`src/hw/acl_pkg.sv`:
```
// Shared constants, types and helpers of the converter control block
package acl_pkg;

  // Register byte offsets
  localparam logic [7:0] ADDR_CTRL_STATUS = 8'h00;
  localparam logic [7:0] ADDR_RESULT_HIGH = 8'h04;
  localparam logic [7:0] ADDR_RESULT_LOW = 8'h08;
  localparam logic [7:0] ADDR_CLOCK_CFG = 8'h0c;
  localparam logic [7:0] ADDR_EVT_STATUS = 8'h10;
  localparam logic [7:0] ADDR_EVT_MASK = 8'h14;

  // ctrl_status_reg fields
  localparam int CS_DONE = 7;
  localparam int CS_IRQ_EN = 6;
  localparam int CS_CONT = 5;
  localparam int CS_CHAN_LSB = 0;
  localparam logic [4:0] CHAN_RESET = 5'h1f;
  localparam logic [4:0] CHAN_OFF = 5'h1f;

  // Clock and mode configuration fields
  localparam int CFG_LONG = 0;
  localparam int CFG_RES10 = 1;
  localparam int CFG_ASYNC = 2;
  localparam int CFG_EXT = 3;
  localparam int CFG_DIV_LSB = 4;
  localparam logic [7:0] CFG_RESET = 8'h00;

  // Event status and mask bits
  localparam int EVT_DONE = 0;
  localparam int EVT_ABORT = 1;
  localparam int EVT_WIDTH = 2;

  // Sample window in half conversion-clock periods: 3.5 and 23.5 cycles
  localparam logic [5:0] SAMPLE_SHORT_HALF = 6'h07;
  localparam logic [5:0] SAMPLE_LONG_HALF = 6'h2f;
  // Divider setting standing in for the dedicated asynchronous clock
  localparam logic [1:0] ASYNC_DIV = 2'h1;
  localparam logic [9:0] SAR_MSB = 10'h200;
  localparam logic [3:0] SAR_LAST_BIT = 4'h9;

  typedef enum logic [1:0] {
    PH_IDLE = 2'b00,
    PH_SAMPLE = 2'b01,
    PH_TRIAL = 2'b10,
    PH_DECIDE = 2'b11
  } acl_phase_type;

  // Round a 10-bit outcome to 8 bits, saturating at full scale
  function automatic logic [7:0] round8(input logic [9:0] raw);
    if (raw[9:2] == 8'hff)
    begin
      return 8'hff;
    end
    return raw[9:2] + {7'h00, raw[1]};
  endfunction : round8

  function automatic logic chan_ok(input logic [4:0] chan);
    return chan != CHAN_OFF;
  endfunction : chan_ok

endpackage : acl_pkg

```
`src/hw/acl_clk_div.sv`:
```
// Conversion clock divider producing half-period ticks
`timescale 1ns/10ps
module acl_clk_div (
  input wire logic pclk,
  input wire logic presetn,
  input wire logic run,
  input wire logic [1:0] div_sel,
  output logic half_tick
);
  logic [2:0] count;
  logic [2:0] limit;

  assign limit = 3'((4'h1 << div_sel) - 4'h1);
  assign half_tick = run && (count == limit);

  // Held at zero while idle so the first window starts aligned
  always_ff @(posedge pclk or negedge presetn)
  begin
    if (!presetn)
      count <= 3'h0;
    else if (!run || half_tick)
      count <= 3'h0;
    else
      count <= count + 3'h1;
  end
endmodule : acl_clk_div

```
`src/hw/acl_ctrl.sv`:
```
// Converter control top: APB registers, start and abort control, standby handling
// Behaviour
// - Sample window 3.5 cycles, 23.5 when long
// - 1024 steps, rounded to 8 or 10 bits
// - Interrupt raised with done flag when enabled
// - Done flag set at every conversion end
// - Wait mode: conversions and interrupt continue
// - Single conversion returns to low power
// - Stop without async clock aborts conversion
// - After such stop, only control write restarts
// - Results keep last completed value after abort
// - Stop with async clock runs normally
// - Stop with trigger mode waits for trigger
// - Control write or low read clears done
// - Low read or control write withdraws interrupt
// - Abort leaves results; reset clears them
`timescale 1ns/10ps
module acl_ctrl (
  input wire logic pclk,
  input wire logic presetn,
  input wire logic [7:0] paddr,
  input wire logic psel,
  input wire logic penable,
  input wire logic pwrite,
  input wire logic [31:0] pwdata,
  output logic [31:0] prdata,
  output logic pready,
  output logic pslverr,
  input wire logic cpu_stop,
  input wire logic hw_trigger,
  input wire logic comp_in,
  output logic [9:0] dac_code,
  output logic sample_en,
  output logic [4:0] channel_out,
  output logic conv_active,
  output logic conv_irq,
  output logic irq
);
  logic conv_done_flag;
  logic irq_enable;
  logic continuous_sel;
  logic [4:0] channel_select;
  logic long_sample_sel;
  logic res_10bit;
  logic async_clk_enable;
  logic ext_trigger_select;
  logic [1:0] clk_div;
  logic [9:0] result_high;
  logic [7:0] result_low;
  logic [acl_pkg::EVT_WIDTH-1:0] evt_status;
  logic [acl_pkg::EVT_WIDTH-1:0] evt_mask;
  logic stop_lock;
  logic stop_prev;
  logic trig_prev;
  logic cont_pending;
  logic access;
  logic mapped;
  logic ctrl_wr;
  logic cfg_wr;
  logic low_rd;
  logic stop_entry;
  logic stop_abort;
  logic trig_rise;
  logic sw_start;
  logic hw_start;
  logic core_start;
  logic core_abort;
  logic half_tick;
  logic sar_done;
  logic [9:0] sar_result;
  logic [31:0] next_prdata;
  logic [acl_pkg::EVT_WIDTH-1:0] evt_set;

  assign access = psel && penable;
  assign pready = 1'b1;
  assign mapped = paddr == acl_pkg::ADDR_CTRL_STATUS || paddr == acl_pkg::ADDR_RESULT_HIGH ||
                  paddr == acl_pkg::ADDR_RESULT_LOW || paddr == acl_pkg::ADDR_CLOCK_CFG ||
                  paddr == acl_pkg::ADDR_EVT_STATUS || paddr == acl_pkg::ADDR_EVT_MASK;
  assign pslverr = access && !mapped;
  assign ctrl_wr = access && pwrite && paddr == acl_pkg::ADDR_CTRL_STATUS;
  assign cfg_wr = access && pwrite && paddr == acl_pkg::ADDR_CLOCK_CFG;
  assign low_rd = access && !pwrite && paddr == acl_pkg::ADDR_RESULT_LOW;

  assign stop_entry = cpu_stop && !stop_prev;
  assign stop_abort = stop_entry && !async_clk_enable;
  assign trig_rise = hw_trigger && !trig_prev;

  // A control write restarts unless trigger mode waits for the pin or the written channel is off
  assign sw_start = ctrl_wr && !ext_trigger_select &&
                    acl_pkg::chan_ok(pwdata[acl_pkg::CS_CHAN_LSB+:5]);
  assign hw_start = trig_rise && ext_trigger_select && !stop_lock && !conv_active &&
                    acl_pkg::chan_ok(channel_select);
  // with the async clock on, stop takes no part in start or abort
  assign core_start = (sw_start || hw_start || cont_pending) && !stop_abort && !cfg_wr;
  assign core_abort = ctrl_wr || cfg_wr || stop_abort;

  assign channel_out = channel_select;
  assign conv_irq = conv_done_flag && irq_enable;
  assign irq = |(evt_status & evt_mask);

  acl_clk_div u_div (
    .pclk(pclk),
    .presetn(presetn),
    .run(conv_active),
    .div_sel(async_clk_enable ? acl_pkg::ASYNC_DIV : clk_div),
    .half_tick(half_tick)
  );

  acl_sar_core u_sar (
    .pclk(pclk),
    .presetn(presetn),
    .start(core_start),
    .abort(core_abort),
    .half_tick(half_tick),
    .long_sample(long_sample_sel),
    .comp_in(comp_in),
    .busy(conv_active),
    .sample_en(sample_en),
    .dac_code(dac_code),
    .done(sar_done),
    .result(sar_result)
  );

  // Control fields; the write itself is the abort and restart source
  always_ff @(posedge pclk or negedge presetn)
  begin
    if (!presetn)
    begin
      irq_enable <= 1'b0;
      continuous_sel <= 1'b0;
      channel_select <= acl_pkg::CHAN_RESET;
    end
    else if (ctrl_wr)
    begin
      irq_enable <= pwdata[acl_pkg::CS_IRQ_EN];
      continuous_sel <= pwdata[acl_pkg::CS_CONT];
      channel_select <= pwdata[acl_pkg::CS_CHAN_LSB+:5];
    end
  end

  always_ff @(posedge pclk or negedge presetn)
  begin
    if (!presetn)
    begin
      long_sample_sel <= acl_pkg::CFG_RESET[acl_pkg::CFG_LONG];
      res_10bit <= acl_pkg::CFG_RESET[acl_pkg::CFG_RES10];
      async_clk_enable <= acl_pkg::CFG_RESET[acl_pkg::CFG_ASYNC];
      ext_trigger_select <= acl_pkg::CFG_RESET[acl_pkg::CFG_EXT];
      clk_div <= acl_pkg::CFG_RESET[acl_pkg::CFG_DIV_LSB+:2];
    end
    else if (cfg_wr)
    begin
      long_sample_sel <= pwdata[acl_pkg::CFG_LONG];
      res_10bit <= pwdata[acl_pkg::CFG_RES10];
      async_clk_enable <= pwdata[acl_pkg::CFG_ASYNC];
      ext_trigger_select <= pwdata[acl_pkg::CFG_EXT];
      clk_div <= pwdata[acl_pkg::CFG_DIV_LSB+:2];
    end
  end

  // Completion wins over a clear in the same cycle
  always_ff @(posedge pclk or negedge presetn)
  begin
    if (!presetn)
      conv_done_flag <= 1'b0;
    else if (sar_done)
      conv_done_flag <= 1'b1;
    else if (ctrl_wr || low_rd)
      conv_done_flag <= 1'b0;
  end

  // Results change only on completion, never on abort
  always_ff @(posedge pclk or negedge presetn)
  begin
    if (!presetn)
    begin
      result_high <= 10'h000;
      result_low <= 8'h00;
    end
    else if (sar_done)
    begin
      result_high <= res_10bit ? {8'h00, sar_result[9:8]} : 10'h000;
      result_low <= res_10bit ? sar_result[7:0] : acl_pkg::round8(sar_result);
    end
  end

  // Stop without the async clock locks out every start but a control write
  always_ff @(posedge pclk or negedge presetn)
  begin
    if (!presetn)
      stop_lock <= 1'b0;
    else if (stop_abort)
      stop_lock <= 1'b1;
    else if (ctrl_wr)
      stop_lock <= 1'b0;
  end

  always_ff @(posedge pclk or negedge presetn)
  begin
    if (!presetn)
    begin
      stop_prev <= 1'b0;
      trig_prev <= 1'b0;
    end
    else
    begin
      stop_prev <= cpu_stop;
      trig_prev <= hw_trigger;
    end
  end

  // Continuous mode re-arms one cycle after completion; single mode idles
  always_ff @(posedge pclk or negedge presetn)
  begin
    if (!presetn)
      cont_pending <= 1'b0;
    else if (core_abort)
      cont_pending <= 1'b0;
    else
      cont_pending <= sar_done && continuous_sel && !stop_lock &&
                      acl_pkg::chan_ok(channel_select);
  end

  always_comb
  begin
    evt_set = '0;
    evt_set[acl_pkg::EVT_DONE] = sar_done;
    evt_set[acl_pkg::EVT_ABORT] = core_abort && conv_active && !core_start;
  end

  always_ff @(posedge pclk or negedge presetn)
  begin
    if (!presetn)
      evt_status <= '0;
    else if (access && pwrite && paddr == acl_pkg::ADDR_EVT_STATUS)
      evt_status <= (evt_status & ~pwdata[acl_pkg::EVT_WIDTH-1:0]) | evt_set;
    else
      evt_status <= evt_status | evt_set;
  end

  always_ff @(posedge pclk or negedge presetn)
  begin
    if (!presetn)
      evt_mask <= '0;
    else if (access && pwrite && paddr == acl_pkg::ADDR_EVT_MASK)
      evt_mask <= pwdata[acl_pkg::EVT_WIDTH-1:0];
  end

  // Read data is caught in the setup cycle so it comes from a flop
  always_comb
  begin
    next_prdata = 32'h0000_0000;
    case (paddr)
      acl_pkg::ADDR_CTRL_STATUS:
        next_prdata[7:0] = {conv_done_flag, irq_enable, continuous_sel, channel_select};
      acl_pkg::ADDR_RESULT_HIGH:
        next_prdata[9:0] = result_high;
      acl_pkg::ADDR_RESULT_LOW:
        next_prdata[7:0] = result_low;
      acl_pkg::ADDR_CLOCK_CFG:
        next_prdata[5:0] = {clk_div, ext_trigger_select, async_clk_enable, res_10bit,
                            long_sample_sel};
      acl_pkg::ADDR_EVT_STATUS:
        next_prdata[acl_pkg::EVT_WIDTH-1:0] = evt_status;
      acl_pkg::ADDR_EVT_MASK:
        next_prdata[acl_pkg::EVT_WIDTH-1:0] = evt_mask;
      default:
        next_prdata = 32'h0000_0000;
    endcase
  end

  always_ff @(posedge pclk or negedge presetn)
  begin
    if (!presetn)
      prdata <= 32'h0000_0000;
    else if (psel && !penable && !pwrite)
      prdata <= next_prdata;
  end

  // Helper: half ticks counted across one sample window
  logic [5:0] win_count;
  always_ff @(posedge pclk or negedge presetn)
  begin
    if (!presetn)
      win_count <= 6'h00;
    else if (!sample_en || core_start)
      win_count <= 6'h00;
    else if (half_tick)
      win_count <= win_count + 6'h01;
  end
endmodule : acl_ctrl

```
`src/hw/acl_sar_core.sv`:
```
// Successive approximation sequencer: sample window then ten bit trials
`timescale 1ns/10ps
module acl_sar_core (
  input wire logic pclk,
  input wire logic presetn,
  input wire logic start,
  input wire logic abort,
  input wire logic half_tick,
  input wire logic long_sample,
  input wire logic comp_in,
  output logic busy,
  output logic sample_en,
  output logic [9:0] dac_code,
  output logic done,
  output logic [9:0] result
);
  acl_pkg::acl_phase_type phase;
  logic [5:0] count;
  logic [3:0] bit_idx;
  logic [9:0] kept;

  assign busy = phase != acl_pkg::PH_IDLE;
  assign sample_en = phase == acl_pkg::PH_SAMPLE;
  assign kept = comp_in ? dac_code : (dac_code & ~(10'h001 << bit_idx));

  // A start restarts even a running conversion; abort alone drops to idle
  always_ff @(posedge pclk or negedge presetn)
  begin
    if (!presetn)
    begin
      phase <= acl_pkg::PH_IDLE;
      count <= 6'h00;
      bit_idx <= 4'h0;
      dac_code <= 10'h000;
      done <= 1'b0;
      result <= 10'h000;
    end
    else
    begin
      done <= 1'b0;
      if (start)
      begin
        phase <= acl_pkg::PH_SAMPLE;
        count <= 6'h00;
        dac_code <= 10'h000;
      end
      else if (abort)
        phase <= acl_pkg::PH_IDLE;
      else if (half_tick)
      begin
        case (phase)
          acl_pkg::PH_SAMPLE:
          begin
            if (count == (long_sample ? acl_pkg::SAMPLE_LONG_HALF : acl_pkg::SAMPLE_SHORT_HALF)
                - 6'h01)
            begin
              phase <= acl_pkg::PH_TRIAL;
              bit_idx <= acl_pkg::SAR_LAST_BIT;
              dac_code <= acl_pkg::SAR_MSB;
            end
            count <= count + 6'h01;
          end
          acl_pkg::PH_TRIAL:
            phase <= acl_pkg::PH_DECIDE;
          acl_pkg::PH_DECIDE:
          begin
            dac_code <= kept;
            if (bit_idx == 4'h0)
            begin
              phase <= acl_pkg::PH_IDLE;
              result <= kept;
              done <= 1'b1;
            end
            else
            begin
              phase <= acl_pkg::PH_TRIAL;
              bit_idx <= bit_idx - 4'h1;
              dac_code <= kept | (10'h001 << (bit_idx - 4'h1));
            end
          end
          default:
            phase <= acl_pkg::PH_IDLE;
        endcase
      end
    end
  end
endmodule : acl_sar_core
```
`config.mk`:
```
export PLATFORM = sky130hd
export DESIGN_NAME = acl_ctrl
export DESIGN_NICKNAME = d
export VERILOG_FILES = /design/src/hw/acl_pkg.sv /design/src/hw/acl_clk_div.sv /design/src/hw/acl_ctrl.sv /design/src/hw/acl_sar_core.sv
export SDC_FILE = /design/constraint.sdc
export NUM_CORES = 1
export LEC_CHECK = 0
export BUFFER_PORTS_ARGS = -buffer_cell sky130_fd_sc_hd__buf_2
export CORE_MARGIN = 5
export CORE_UTILIZATION = 45
export CTS_CLUSTER_SIZE = 25
export DETAILED_ROUTE_END_ITERATION = 16
export MAX_ROUTING_LAYER = met4
export PLACE_DENSITY = 0.69
export SLEW_MARGIN = 20
export SYNTH_ARGS = -nofsm -noshare
export SYNTH_HDL_FRONTEND = slang
export SYNTH_SLANG_ARGS = --single-unit
export TNS_END_PERCENT = 30
```
`constraint.sdc`:
```
create_clock -name pclk -period 3.1 [get_ports pclk]
set_input_delay 0.31 -clock pclk [delete_from_list [all_inputs] [get_ports pclk]]
set_output_delay 0.31 -clock pclk [all_outputs]
set_load 0.1 [all_outputs]
```
==> flow_summary.toml <==
[outcome]
run_status = "completed"

[min_path]
holdCritPathClass = "input pin to async pin"

[clocking]
post_cts_buffers = 0
clock_path_buffers = 2
clock_latency_ns = 0.35
clock_sinks = 76
htreeDepth = 3
clk_root_buffer_cell = "clkbuf_8"
cts_buffers = 9
clk_pin_slew_ns = 0.09
cts_tree = "built"
cts_hold_buf = 0
cts_resized = 0

[synthesis]
async_flop_share_pct = 100
yosysSeqAreaShare_pct = 45.1
synth_edf_count = 0
synth_flop_cell = "dfrtp_1"
synth_commonest_cells = "dfrtp_1 (71), nand2_1 (52), nor2_1 (32)"
yosys.area.top_type = "dfrtp_1"
ys_seq_elements = 76
synth_most_common_cell = "dfrtp_1"
synth.top_cell.area_share_pct = 42.0
synth_area_per_cell_um2 = 9.66
synth.distinct_cells = 63
syn_area_mm2 = 0.00423
netlist_instances = 438
ys_top_cells_by_area = "dfrtp_1 (42%), nand2_1 (4.6%), buf_4 (4.4%)"
yosys_warnings = 0

[placement]
io_buffers = 50
numPlacedInstances = 583
routabilityCongestion = 0.878
dp_hpwl_um = 7110
placed_area_mm2 = 0.00445

[sta]
finalCritPeriodShare_pct = 80.9
hold_viol_final = 0
max_slew_margin_pct = 35.6
rsz0062_at_grt = "no"
max_freq_mhz = 399
fin_worst_skew_ns = 0.0132
finalMaxSlewViolations = 0
setup_viol = 0
worst_pin_slew_ns = 0.966
finalSetupTns_ns = 0
fin_crit_ns = 2.51

[cells_and_area]
nFillCells = 864
postLayoutCellArea_mm2 = 0.00468
final_util_pct = 50.9
drive_gt1_share_pct = 20.5
nets = 541
final_cells = 599
syn2layout_area_growth_pct = 10.5
antenna_cells = 0

[critical_path]
cp_max_fo = 9
r2r_end = "u_sar.dac_code[6]"
crit_path_end_kind = "flop"
reg2regPathDepth = 5
cp-start-kind = "flop"
worstPathArrival_ns = 2.74
path_class = "flop to flop"
reg2reg_setup_slack_ns = 0.59
required_ns = 3.34
r2r-start = "async_clk_enable"

[routing]
drc = 0
routed_wl_um = 9630
antenna_left = 0
drt_iter0_markers = 196
route.detailed.wl_per_inst_um = 16.1
drt_pass1_iterations = 4
viasPerCell = 5.50
vias = 3296

[power]
p_int_uw = 1520
switchingPower_uw = 650
power_frac_clock_pct = 38.8
power_frac_seq_pct = 46.9
power.density_mw_per_mm2 = 463
comb_power_share_pct = 14.2
switching_share_pct = 30.0
ir_drop_mv = 0.243
p_leak_uw = 0.00220
power_uw = 2170

[global_routing]
grt_pass1_wl_um = 16000
grt_max_degree = 77
grt_pass1_vias = 3240
grt_usage_pct = 17.9
overflow = 0
antenna_found_initial = 0

[die]
io_pins = 101
num_rows = 35
start_util_pct = 46.0
design.die.area_mm2 = 0.0114
core_mm2 = 0.00920
die_y_um = 107
die_w_um = 107

[run]
maxCapViolCount = 0
[per-stage QoR]
stage               hold slack (ns)  setup WS, ns
floorplan                    0.0144         0.115
global placement              0.438         0.532
detailed placement            0.442         0.509
CTS                          0.0776         0.605
global route                 0.0783         0.424
finish                       0.0966         0.593
[flip-flops by register name, summed over array words and instances, names as in the netlist, 2 cells and up]
| signal | count |
|---|---|
| prdata | 8 |
| u_sar.phase | 2 |
| u_div.count | 3 |
| evt_mask | 2 |
| result_high | 2 |
| channel_out | 5 |
| clk_div | 2 |
| result_low | 8 |
| evt_status | 2 |
| u_sar.bit_idx | 4 |
| u_sar.dac_code | 10 |
| u_sar.result | 10 |
| u_sar.count | 6 |
[metal layers]
layer,routed length (um),vias to the layer above,share of wire [%],GRT usage [%]
li1,-,1623,-,-
met1,4510,1593,47,23.9
met2,4600,71,48,27.8
met3,423,9,4.4,3.55
met4,103,0,1.1,5.57
met5,0,-,0,-
[critical path, cell delays in order, from the launching register on]
cell and delay, ns:
dfrtp_1 0.46, nor3b_1 0.76, a41oi_2 0.25, nand3_1 0.42
nor2_1 0.17, a221o_1 0.33
[kinds of logic (layout without fill, tap and decap cells)]
| kind of cell | Yosys count | after routing | share of synthesized area (%) |
|---|---|---|---|
| and+or+nand+nor | 163 | 163 | 19.5 |
| buffers and inverters | 59 | 86 | 8.04 |
| adders and majority gates | 10 | 10 | 2.96 |
| xor gates and xnor gates | 10 | 10 | 2.07 |
| DFF | 76 | 76 | 45.1 |
| AOI/OAI and AO/OA | 100 | 100 | 17.5 |
| muxes | 18 | 18 | 4.70 |
| other | 2 | 25 | 0.177 |
[layout by cell type, fill, tap and decap left out, drive strengths merged, types with 4 or more instances in the layout]
master   n
and2     5
a21oi   15
dfstp    5
nand2b   5
dfrtp   71
nor2b    5
o221ai   6
and3    10
nor2    32
a221o    4
a31oi    4
xnor2    8
mux2    15
a221oi   5
nand2   52
nor4     4
clkbuf  10
buf     52
a21o     6
nand3   23
nand4    4
ha      10
o21ai   32
nor3     6
conb    25
inv     18
a222oi   4
[worst max path at each step]
stage	startpoint	to	slack, ns	cells after the start
after floorplan	u_sar.phase[0]	u_sar.count[4]	0.11	6
after global routing	async_clk_enable	u_sar.result[1]	0.42	5
final	async_clk_enable	u_sar.dac_code[6]	0.59	5
after CTS	u_sar.count[3]	u_sar.bit_idx[2]	0.60	6
after detailed placement	psel	u_sar.bit_idx[2]	0.51	7
after global placement	psel	u_sar.bit_idx[2]	0.53	7
[power groups by stage]
stage          logic (uW)  clock network, uW  registers, uW
5_1_grt               324                911           1020
4_1_cts               310                862           1020
2_1_floorplan         204                  0           1100
3_3_place_gp          307                  0           1040
6_report              309                842           1020
3_5_place_dp          310                  0           1040
[layout make-up]
class / instances / area (um^2) / area share (%)
Clock buffer: 10 / 138 / 2.94
Clock inverter: 6 / 87.6 / 1.87
Inverter: 18 / 67.6 / 1.44
Multi-Input combinational cell: 326 / 2070 / 44.3
Sequential cell: 76 / 1910 / 40.8
Tap cell: 111 / 139 / 2.97
Timing Repair Buffer: 52 / 268 / 5.72
Power figures use the tool's default switching activity.
